## src/design/amsr_params.svh

```systemverilog
// constants for the multilane serial read-out block
`ifndef AMSR_PARAMS_SVH
`define AMSR_PARAMS_SVH

`define AMSR_WORD_BITS 22

`define AMSR_CLK_SEL_HI 7
`define AMSR_CLK_SEL_LO 6
`define AMSR_RATE_BIT 4
`define AMSR_WIDTH_HI 3
`define AMSR_WIDTH_LO 2
`define AMSR_MODE_HI 1
`define AMSR_MODE_LO 0

`define AMSR_WIDTH_DUAL 2'h2
`define AMSR_WIDTH_QUAD 2'h3
`define AMSR_OMODE_EDL 2'h1
`define AMSR_OMODE_SRC 2'h3

`define AMSR_CSEL_HOST 2'h0
`define AMSR_CSEL_INT 2'h1
`define AMSR_CSEL_DIV2 2'h2
`define AMSR_CSEL_DIV4 2'h3

`define AMSR_CTL_RESET 8'h00
`define AMSR_INMODE_RESET 2'h0

`define AMSR_CLK_PERIOD_NS 40
`define AMSR_INTERNAL_CLOCK_PERIOD_NS 160
`define AMSR_INTERNAL_CLOCK_HALF_CYC ((`AMSR_INTERNAL_CLOCK_PERIOD_NS / 2) / `AMSR_CLK_PERIOD_NS)

`endif

```

## src/design/amsr_pkg.sv

```systemverilog
// types for the multilane serial read-out block
package amsr_pkg;
  typedef logic [7:0] amsr_ctl_t;
  typedef logic [1:0] amsr_inmode_t;
  typedef enum {AMSR_IDLE, AMSR_FRAME} amsr_state_e;
endpackage

```

## src/design/amsr_sync3.sv

```systemverilog
// three-stage pin synchroniser with agreement filter
`timescale 1ns/1ps
module amsr_sync3 #(
  parameter logic RESET_VAL = 1'b0
) (
  input wire logic clk,
  input wire logic reset_n,
  input wire logic din,
  output logic dout
);
  logic s1_reg;
  logic s2_reg;
  logic s3_reg;

  always_ff @(posedge clk or negedge reset_n) begin
    if (!reset_n) begin
      s1_reg <= RESET_VAL;
      s2_reg <= RESET_VAL;
      s3_reg <= RESET_VAL;
    end else begin
      s1_reg <= din;
      s2_reg <= s1_reg;
      s3_reg <= s2_reg;
    end
  end

  // only a level seen by two later stages counts
  always_ff @(posedge clk or negedge reset_n) begin
    if (!reset_n) begin
      dout <= RESET_VAL;
    end else if (s2_reg == s3_reg) begin
      dout <= s3_reg;
    end
  end
endmodule

```

## src/design/amsr_tick_div.sv

```systemverilog
// free-running divider giving a one-cycle enable pulse
`timescale 1ns/1ps
module amsr_tick_div #(
  parameter int DIV = 2
) (
  input wire logic clk,
  input wire logic reset_n,
  output logic tick
);
  localparam int CW = (DIV > 1) ? $clog2(DIV) : 1;
  localparam logic [CW-1:0] LAST = CW'(DIV - 1);

  logic [CW-1:0] cnt_reg;

  if (DIV < 1) begin : g_chk
    $error("amsr_tick_div: DIV must be at least 1");
  end

  always_ff @(posedge clk or negedge reset_n) begin
    if (!reset_n) begin
      cnt_reg <= '0;
      tick <= 1'b0;
    end else if (cnt_reg == LAST) begin
      cnt_reg <= '0;
      tick <= 1'b1;
    end else begin
      cnt_reg <= cnt_reg + CW'(1);
      tick <= 1'b0;
    end
  end
endmodule

```

## src/design/amsr_readout.sv

```systemverilog
// device-side serial read-out of the conversion word over one, two or four lanes
`timescale 1ns/1ps
`include "amsr_params.svh"

// Summary of operation
// - legacy modes offer one, two or four lanes
// - dual drives two bits, quad four bits
// - msb at cs fall or first clock edge
// - early launch only with input modes 00/10
// - early launch presents bits half clock sooner
// - ready pin low through spi frames
// - zeros follow word in non-daisy modes
// - source-synchronous mode drives clock aligned with data
// - ready pin carries output clock in src
// - output clock from host or divided internal
// - src modes also offer selectable lane width
// - src launches lane bits on rising edges
// - clock source field is top two bits
// - internal clock sources serve zone one only
// - rate bit picks rising only or both edges
module amsr_readout
  import amsr_pkg::*;
#(
  parameter int WORD_BITS = `AMSR_WORD_BITS,
  parameter int INTERNAL_CLOCK_HALF_CYC = `AMSR_INTERNAL_CLOCK_HALF_CYC
) (
  input wire logic clk,
  input wire logic reset_n,
  input wire logic cs_n,
  input wire logic sclk,
  input wire logic [WORD_BITS-1:0] conversion_data,
  input wire amsr_pkg::amsr_inmode_t input_protocol_mode,
  input wire amsr_pkg::amsr_ctl_t output_control_register,
  input wire logic zone2_transfer,
  output logic data_lane_0,
  output logic data_lane_1,
  output logic data_lane_2,
  output logic data_lane_3,
  output logic ready_output_clock_pin,
  output logic frame_active,
  output logic clock_source_refused
);
  import amsr_pkg::*;

  localparam int SR_BITS = ((WORD_BITS + 3) / 4) * 4;
  localparam int PAD_BITS = SR_BITS - WORD_BITS;
  localparam logic [5:0] LAUNCH_SINGLE = 6'(WORD_BITS);
  localparam logic [5:0] LAUNCH_DUAL = 6'((WORD_BITS + 1) / 2);
  localparam logic [5:0] LAUNCH_QUAD = 6'((WORD_BITS + 3) / 4);

  if (WORD_BITS < 4 || WORD_BITS > 63) begin : g_chk_word
    $error("amsr_readout: WORD_BITS must lie in 4..63");
  end
  if (INTERNAL_CLOCK_HALF_CYC < 1) begin : g_chk_div
    $error("amsr_readout: INTERNAL_CLOCK_HALF_CYC must be at least 1");
  end

  logic cs_n_s;
  logic sclk_s;
  logic cs_n_d_reg;
  logic sclk_d_reg;
  logic int_tick;

  amsr_sync3 #(.RESET_VAL(1'b1)) u_sync_cs (
    .clk(clk),
    .reset_n(reset_n),
    .din(cs_n),
    .dout(cs_n_s)
  );

  amsr_sync3 #(.RESET_VAL(1'b0)) u_sync_sclk (
    .clk(clk),
    .reset_n(reset_n),
    .din(sclk),
    .dout(sclk_s)
  );

  // base half-period of the internal clock
  amsr_tick_div #(.DIV(INTERNAL_CLOCK_HALF_CYC)) u_internal_clock (
    .clk(clk),
    .reset_n(reset_n),
    .tick(int_tick)
  );

  always_ff @(posedge clk or negedge reset_n) begin
    if (!reset_n) begin
      cs_n_d_reg <= 1'b1;
      sclk_d_reg <= 1'b0;
    end else begin
      cs_n_d_reg <= cs_n_s;
      sclk_d_reg <= sclk_s;
    end
  end

  logic cs_fall;
  logic cs_rise;
  logic sclk_rise;
  logic sclk_fall;

  assign cs_fall = cs_n_d_reg & ~cs_n_s;
  assign cs_rise = ~cs_n_d_reg & cs_n_s;
  assign sclk_rise = ~sclk_d_reg & sclk_s;
  assign sclk_fall = sclk_d_reg & ~sclk_s;

  amsr_state_e state_reg;
  amsr_ctl_t ctl_reg;
  amsr_inmode_t inmode_reg;
  logic refused_reg;

  // settings are frozen for the frame so a mid-frame write cannot tear the word
  amsr_ctl_t ctl_cur;
  amsr_inmode_t inmode_cur;
  assign ctl_cur = cs_fall ? output_control_register : ctl_reg;
  assign inmode_cur = cs_fall ? input_protocol_mode : inmode_reg;

  logic [1:0] width_cur;
  logic [1:0] omode_cur;
  logic [1:0] csel_cur;
  logic ddr_cur;
  logic is_src;
  logic edl_on;
  logic msb_on_edge;
  logic legacy_launch_rise;
  logic in_frame;

  assign width_cur = ctl_cur[`AMSR_WIDTH_HI:`AMSR_WIDTH_LO];
  assign omode_cur = ctl_cur[`AMSR_MODE_HI:`AMSR_MODE_LO];
  assign csel_cur = ctl_cur[`AMSR_CLK_SEL_HI:`AMSR_CLK_SEL_LO];
  assign ddr_cur = ctl_cur[`AMSR_RATE_BIT];
  assign is_src = (omode_cur == `AMSR_OMODE_SRC);
  assign edl_on = (omode_cur == `AMSR_OMODE_EDL) && !inmode_cur[0];
  assign msb_on_edge = inmode_cur[0];
  assign legacy_launch_rise = (^inmode_cur) ^ edl_on;
  assign in_frame = (state_reg == AMSR_FRAME);

  always_ff @(posedge clk or negedge reset_n) begin
    if (!reset_n) begin
      state_reg <= AMSR_IDLE;
    end else begin
      case (state_reg)
        AMSR_IDLE: begin
          if (cs_fall) begin
            state_reg <= AMSR_FRAME;
          end
        end
        AMSR_FRAME: begin
          if (cs_rise) begin
            state_reg <= AMSR_IDLE;
          end
        end
        default: begin
          state_reg <= AMSR_IDLE;
        end
      endcase
    end
  end

  always_ff @(posedge clk or negedge reset_n) begin
    if (!reset_n) begin
      ctl_reg <= `AMSR_CTL_RESET;
      inmode_reg <= `AMSR_INMODE_RESET;
      refused_reg <= 1'b0;
    end else if (cs_fall) begin
      ctl_reg <= output_control_register;
      inmode_reg <= input_protocol_mode;
      refused_reg <= (output_control_register[`AMSR_MODE_HI:`AMSR_MODE_LO] == `AMSR_OMODE_SRC) &&
                     (output_control_register[`AMSR_CLK_SEL_HI:`AMSR_CLK_SEL_LO] != `AMSR_CSEL_HOST) &&
                     zone2_transfer;
    end
  end

  // host keeps command use and clock count; frame runs on what it gets

  logic [1:0] pre_reg;
  logic int_step;
  logic rclk_reg;
  logic [5:0] left_reg;
  logic src_ok;
  logic int_active;

  always_ff @(posedge clk or negedge reset_n) begin
    if (!reset_n) begin
      pre_reg <= 2'h0;
    end else if (cs_fall) begin
      pre_reg <= 2'h0;
    end else if (int_tick) begin
      pre_reg <= pre_reg + 2'h1;
    end
  end

  always_comb begin
    case (csel_cur)
      `AMSR_CSEL_INT: int_step = int_tick;
      `AMSR_CSEL_DIV2: int_step = int_tick && pre_reg[0];
      `AMSR_CSEL_DIV4: int_step = int_tick && (pre_reg == 2'h3);
      default: int_step = 1'b0;
    endcase
  end

  assign src_ok = !refused_reg;
  assign int_active = in_frame && is_src && src_ok && (csel_cur != `AMSR_CSEL_HOST);

  logic legacy_launch;
  logic host_launch;
  logic int_launch;
  logic int_toggle;
  logic launch;

  assign legacy_launch = !is_src &&
                         ((cs_fall && !msb_on_edge) ||
                          (in_frame && (legacy_launch_rise ? sclk_rise : sclk_fall)));
  assign host_launch = in_frame && is_src && src_ok && (csel_cur == `AMSR_CSEL_HOST) &&
                       (sclk_rise || (ddr_cur && sclk_fall));
  assign int_launch = int_active && int_step && (rclk_reg ? (ddr_cur && left_reg != 6'h0) : (left_reg != 6'h0));
  assign int_toggle = int_active && int_step && (rclk_reg || left_reg != 6'h0);
  assign launch = legacy_launch || host_launch || int_launch;

  logic [5:0] launch_full;
  always_comb begin
    case (width_cur)
      `AMSR_WIDTH_DUAL: launch_full = LAUNCH_DUAL;
      `AMSR_WIDTH_QUAD: launch_full = LAUNCH_QUAD;
      default: launch_full = LAUNCH_SINGLE;
    endcase
  end

  // launches still owed; ends the internal clock burst
  always_ff @(posedge clk or negedge reset_n) begin
    if (!reset_n) begin
      left_reg <= 6'h0;
    end else if (cs_fall) begin
      left_reg <= launch ? (launch_full - 6'h1) : launch_full;
    end else if (launch && left_reg != 6'h0) begin
      left_reg <= left_reg - 6'h1;
    end
  end

  // internal output clock; parks low once the word is out
  always_ff @(posedge clk or negedge reset_n) begin
    if (!reset_n) begin
      rclk_reg <= 1'b0;
    end else if (cs_fall || !in_frame) begin
      rclk_reg <= 1'b0;
    end else if (int_toggle) begin
      rclk_reg <= ~rclk_reg;
    end
  end

  logic [SR_BITS-1:0] sr_reg;
  logic [SR_BITS-1:0] sr_src;
  logic [3:0] lanes_reg;

  assign sr_src = cs_fall ? {conversion_data, {PAD_BITS{1'b0}}} : sr_reg;

  // zeros shift in behind the word, so a long frame ends in zeros
  always_ff @(posedge clk or negedge reset_n) begin
    if (!reset_n) begin
      sr_reg <= '0;
      lanes_reg <= 4'h0;
    end else if (cs_rise) begin
      lanes_reg <= 4'h0;
    end else if (launch) begin
      case (width_cur)
        `AMSR_WIDTH_QUAD: begin
          lanes_reg <= sr_src[SR_BITS-1 -: 4];
          sr_reg <= {sr_src[SR_BITS-5:0], 4'h0};
        end
        `AMSR_WIDTH_DUAL: begin
          lanes_reg <= {2'h0, sr_src[SR_BITS-1 -: 2]};
          sr_reg <= {sr_src[SR_BITS-3:0], 2'h0};
        end
        default: begin
          lanes_reg <= {3'h0, sr_src[SR_BITS-1]};
          sr_reg <= {sr_src[SR_BITS-2:0], 1'b0};
        end
      endcase
    end else if (cs_fall) begin
      sr_reg <= sr_src;
      lanes_reg <= 4'h0;
    end
  end

  assign data_lane_0 = lanes_reg[0];
  assign data_lane_1 = lanes_reg[1];
  assign data_lane_2 = lanes_reg[2];
  assign data_lane_3 = lanes_reg[3];

  logic rvs_reg;
  always_ff @(posedge clk or negedge reset_n) begin
    if (!reset_n) begin
      rvs_reg <= 1'b1;
    end else if (!in_frame && !cs_fall) begin
      rvs_reg <= !is_src;
    end else if (!is_src) begin
      rvs_reg <= 1'b0;
    end else if (!src_ok || cs_fall) begin
      rvs_reg <= 1'b0;
    end else if (csel_cur == `AMSR_CSEL_HOST) begin
      rvs_reg <= sclk_s;
    end else begin
      rvs_reg <= int_toggle ? ~rclk_reg : rclk_reg;
    end
  end

  assign ready_output_clock_pin = rvs_reg;
  assign frame_active = in_frame;
  assign clock_source_refused = refused_reg;
endmodule

```

## config.mk

```make
export PLATFORM = sky130hd
export DESIGN_NAME = amsr_readout
export DESIGN_NICKNAME = d
export VERILOG_FILES = /design/src/design/amsr_pkg.sv /design/src/design/amsr_sync3.sv /design/src/design/amsr_tick_div.sv /design/src/design/amsr_readout.sv
export VERILOG_INCLUDE_DIRS = /design/src /design/src/design
export SDC_FILE = /design/constraint.sdc
export NUM_CORES = 1
export LEC_CHECK = 0
export BUFFER_PORTS_ARGS = -buffer_cell sky130_fd_sc_hd__buf_2
export CAP_MARGIN = 20
export CORE_MARGIN = 3
export CORE_UTILIZATION = 60
export DETAILED_ROUTE_END_ITERATION = 6
export MAX_ROUTING_LAYER = met4
export PLACE_DENSITY = 0.83
export REMOVE_ABC_BUFFERS = 1
export SETUP_SLACK_MARGIN = 0.3
export SLEW_MARGIN = 20
export SYNTH_ARGS = -nofsm -noshare
export SYNTH_HDL_FRONTEND = slang
export SYNTH_HIERARCHICAL = 1
export SYNTH_SLANG_ARGS = --single-unit
```

## constraint.sdc

```tcl
create_clock -name clk -period 4.4 [get_ports clk]
set_input_delay 0.44 -clock clk [delete_from_list [all_inputs] [get_ports clk]]
set_output_delay 0.44 -clock clk [all_outputs]
set_load 0.05 [all_outputs]
```

# Yosys cells after proc, flatten, opt, wreduce, memory -nomap -nowiden
# Cells that the tools add are included.
[totals]
input_bits = 37
register_bits = 93
out_inout_bits = 7
elab_cells = 127
[classes]
n_reduce_logical = 44
muxes = 30
addsub = 4
n_eq_ne = 15
bitwise = 11
[ops]
columns = ["operator", "count"]
rows = [
  ["$mux 24", 3],
  ["$mux 32", 2],
  ["$pmux 32 s2", 1],
  ["$pmux 24 s2", 1],
  ["$eq 32x1->1 const B", 1],
  ["$eq 32x2->1 const B", 1],
  ["$logic_not 32->1", 1],
  ["$logic_and 1x1->1", 20],
  ["$mux 6", 3],
  ["$eq 2x2->1 const B", 7],
  ["$mux 4", 3],
  ["$sub 6x1->6 const B", 2],
  ["$mux 1", 10],
  ["$pmux 5 s2", 1],
  ["$reduce_bool 2->1", 5],
  ["$mux 8", 1],
  ["$pmux 4 s2", 1],
  ["$logic_or 1x1->1", 7],
  ["$mux 2", 3],
  ["$not 1->1", 6],
  ["$reduce_bool 6->1", 1],
  ["$logic_not 1->1", 5],
  ["$and 1x1->1", 4],
  ["$eq 2x1->1 const B", 2],
  ["10 further kinds", 13],
]

# Longest topological paths before layout
[logic_depth]
word_depth = 15
mapped_depth = 13
depth_no_buf = 12

# By module
# Netlist, hierarchy kept.
[modules_own_cells]
columns = ["module", "cells_each", "n_inst", "area_each_um2", "seq_area_each_um2"]
rows = [
  ["amsr_readout", 363, 1, 3309.4, 1278.7],
  ["amsr_sync3 at u_sync_cs", 5, 1, 116.4, 105.1],
  ["amsr_sync3 at u_sync_sclk", 5, 1, 111.4, 100.1],
  ["amsr_tick_div", 3, 1, 53.8, 50.0],
]

# Least setup slack after synthesis
# OpenSTA, ideal clock, no wires.
[synth_timing]
kind = "register to register"
start = "reg u_sync_cs.dout"
end = "reg left_reg[0]"
t_arrival_ns = 2.665
stages_incl_launch_ff = 12
setup_time_ns = 0.123
synth_period_minus_slack_ns = 2.787
required_time_ns = 4.277
path_buffers = 1
path_slack_ns = 1.613
path_cell_list = "dfstp_2 > inv_1 > ha_1 > buf_4 > o32ai_1 > xor2_1 > mux2_4 > nor3_4 > inv_2 > ha_1 > a2bb2oi_1 > o2bb2ai_1"
[synth_via]
elab_chain_len = 14
word_cells_on_any_way = 43
cone_classes = "add/sub: 1; eq/ne: 7; mux: 8; bitwise: 3; reduce/logical: 24"
[synth_rtl]
columns = ["element", "line_no", "text"]
rows = [
  ["from (decl)", "amsr_sync3.sv:9", "output logic dout"],
  ["from (signal assigned)", "amsr_sync3.sv:32", "dout <= s3_reg;"],
  ["$not 1->1 *", "amsr_readout.sv:100", "assign cs_fall = cs_n_d_reg & ~cs_n_s;"],
  ["$and 1x1->1 *", "amsr_readout.sv:100", ""],
  ["parallel branches: the longest is 12 deep, another holds $sub 6x1->6", "n/a", ""],
  ["to (signal assigned)", "amsr_readout.sv:232", "left_reg <= launch ? (launch_full - 6'h1) : launch_full;"],
  ["to (signal assigned)", "amsr_readout.sv:234", "left_reg <= left_reg - 6'h1;"],
  ["to (decl)", "amsr_readout.sv:177", "logic [5:0] left_reg;"],
]
# Every way passes the cells marked *.
# A chain may end at the register's enable or synchronous reset.

# Final worst setup path
[layout_timing]
start = "reg cs_n_d_reg"
end = "reg left_reg[1]"
[layout_via]
elab_chain_len = 13
word_cells_on_any_way = 42
cone_classes = "add/sub: 1; eq/ne: 7; mux: 8; bitwise: 2; reduce/logical: 24"
[layout_rtl]
columns = ["element", "line_no", "text"]
rows = [
  ["from (decl)", "amsr_readout.sv:60", "logic cs_n_d_reg;"],
  ["from (signal assigned)", "amsr_readout.sv:90", "cs_n_d_reg <= cs_n_s;"],
  ["$and 1x1->1 *", "amsr_readout.sv:100", ""],
  ["parallel branches: the longest is 12 deep, another holds $sub 6x1->6", "n/a", ""],
]
# Marked as above.

==> qor.yml <==
areaGrowthSynthToFinish_pct: 11.3
drt_iter0_drc: 348
netlist_instances: 376
post_cts_buffers: 0
clock-skew-final_ns: 0.00414
synth_ff_type: "dfrtp_1"
placed_area_um2: 3810
syn_area_per_cell_um2: 9.55
clk-insertion-delay-late_ns: 0.35
worstPathCellList: "ha_2 -> buf_4 -> mux2i_2 -> buf_4 -> inv_1 -> nor2_1 -> inv_1 -> ha_1 -> mux2_2 -> mux2i_1"
max_slew_margin_pct: 28.5
die_w_um: 83.4
netlist_area_um2: 3590
post-dp-hpwl_um: 5230
grt_overflow: 0
finalCriticalPeriod_ns: 3.50
path_buf_inv: 4
seq_area_frac_synth_pct: 42.7
dr.pass1.iters: 5
synthMuxAreaShare_pct: 10.0
ys_warn_count: 6
core_area_um2: 5640
start_util_pct: 63.7
final_util_pct: 70.8
hold-worst-slack_ns: 0.185
post-route-drc-count: 0
synth_fa_ha_area_share_pct: 3.07
p_seq_share_pct: 38.2
combPwrFrac_pct: 41.1
yosys_register_bits: 61
synth-edff-count: 0
hold_viol_final: 0
grt_max_degree: 62
crit_path_top_delay_cell: "dfstp_2"
antenna_left: 0
grt_pass1_wl_um: 13900
p_leak_nw: 1.96
ioPinCount: 44
vias_per_cell: 6.41
fin_nets: 452
worst_pin_slew_ns: 1.07
antenna_found_initial: 0
wl_um: 8170
critical_path_class: "flip-flop to flip-flop"
crit_family: "buffers and inverters"
fmax_mhz: 286
die_y_um: 83.4
run_status: "complete, no violations"
ctsResizeCount: 0
synth_top_area_share_pct: 38.3
yosysMostFrequentCell: "dfrtp_1"
clk_pin_slew_worst_paths_ns: 0.07
cts_tree: "yes"
endpoint_kind: "flip-flop"
ys_top_cells_by_count: "dfrtp_1, nand2_1, nor2_1"
finish.instance_area_um2: 4000
grt_util_all_layers_pct: 24.9
drv_cap: 0
nFillCells: 422
port_buffers: 42
largest_reg_flops: 24
slowest_delay_ns: 0.55
clock_path_buffers: 2
rows: 27
wl_per_cell_um: 16.9
rsz0062_at_grt: "false"
async_reset_ff_share_pct: 100
drv_slew: 0
p_total_mw: 2.22
multi_input_area_um2: 1890
cts_root_buffer: "clkbuf_8"
synth_xor_area_share_pct: 0.976
globalplace.congestion: 0.827
clock-sinks: 61
pwr-share-clk_pct: 20.7
setup_ws_ns: 0.898
grt_pass1_vias: 2938
yosysTopAreaCell: "dfrtp_1"
num_vias: 3107
synth_compound_area_share_pct: 21.4
hold_path.class: "input port to flip-flop"
synth_cell_types: 52
cp_max_fo: 34
p_int_mw: 1.31
p_sw_uw: 908
arrival_ns: 3.77
powerDensity_nw_per_um2: 556
synth.area.top_cells: "dfrtp_1, mux2i_1, a211o_1"
cts_buffers: 9
p_sw_share_pct: 40.9
drive_gt1_share_pct: 22.0
fin_cells: 485
synthSimpleGateAreaFrac_pct: 16.9
post-place-cells: 469
synth_top_family_by_area: "compound AO/OA/AOI/OAI gates"
setup.worst_path.start_class: "flip-flop"
diodes: 0
peakVddDrop_v: 0.000299
worstPathRequired_ns: 4.67
cts_hold_buffers: 0
finalSetupTns_ns: 0
finalCritPeriodShare_pct: 79.6
dieArea_um2: 6950
setup_viol: 0
place_ws_ns: 1.01
area.sequential_um2: 1530
ctsHtreeMaxLevel: 3
layout by cell type, fill, tap and decap left out, types with 2 or more instances in the layout:
cell and instances:
a2111oi_0 21, a211o_1 22, a21boi_0 2, a21o_1 2, a21oi_1 25, a22o_1 3
and3_1 23, buf_2 42, buf_4 5, clkbuf_8 9, clkinv_4 3, dfrtp_1 55
dfstp_2 6, ha_1 6, inv_1 11, inv_2 2, inv_6 3, maj3_2 2
mux2_2 8, mux2_4 2, mux2i_1 23, nand2_1 44, nand2b_1 4, nand3_1 9
nand3b_1 2, nor2_1 26, nor2b_1 5, nor3_1 8, o21ai_0 4, o2bb2ai_1 2
o31ai_1 3, o32ai_1 3, xor2_1 4
power groups by stage:
| stage | Combinational (mW) | Sequential [mW] | Clock (mW) |
|---|---|---|---|
| detailed placement | 0.890 | 0.858 | 0 |
| global route | 1.01 | 0.872 | 0.489 |
| floorplan | 0.637 | 0.876 | 0 |
| global placement | 0.854 | 0.842 | 0 |
| finish | 0.912 | 0.850 | 0.460 |
| CTS | 0.903 | 0.848 | 0.464 |
worst register-to-register path, delay by kind of cell (launching register included):
kind	cells	cell delay, ns
adders and majority gates	2	0.56
buffers and inverters	4	1.27
DFF	1	0.55
muxes	3	0.70
and+or+nand+nor	1	0.34
worst paths after layout:
check                                        startpoint                          endpoint  slack [ns]  depth (start not counted)
hold / removal                                     cs_n        u_sync_cs/s1_reg$_DFF_PN1_        0.18                          1
max in group asynchronous                       reset_n  clock_source_refused$_DFFE_PN0P_        3.65                          2
hold reg to reg            u_sync_sclk/s1_reg$_DFF_PN0_      u_sync_sclk/s2_reg$_DFF_PN0_        0.36                          0
setup reg to reg                   cs_n_d_reg$_DFF_PN1_           left_reg[1]$_DFFE_PN0P_        0.90                         10
setup / recovery                   cs_n_d_reg$_DFF_PN1_           left_reg[1]$_DFFE_PN0P_        0.90                         10
min in group asynchronous                       reset_n              ctl_reg[1]$_DFF_PN0_        0.23                          2
layer usage:
layer,track usage [%],share of wire (%),vias to the layer above
li1,-,-,1454
met1,33.7,45,1522
met2,37.1,48,115
met3,3.97,5.4,16
met4,10.5,1.9,0
met5,-,0,-
kinds of logic (layout without fill, tap and decap cells):
family	count (synthesis)	in the layout
AND/OR/NAND/NOR	127	127
AO/OA/AOI/OAI	101	101
flip-flops	61	61
buffers and inverters	40	77
multiplexers	34	34
adder cells (fa/ha/maj)	9	9
XOR/XNOR	4	4
cell type report:
type,instances,share of cell area (%)
Tap cell,72,2.25
Clock inverter,7,1.44
Multi-Input combinational cell,275,47.3
Inverter,14,1.32
Clock buffer,9,3.10
Sequential cell,61,38.4
Timing Repair Buffer,47,6.20
No activity file was read; power rests on OpenSTA's default activity.
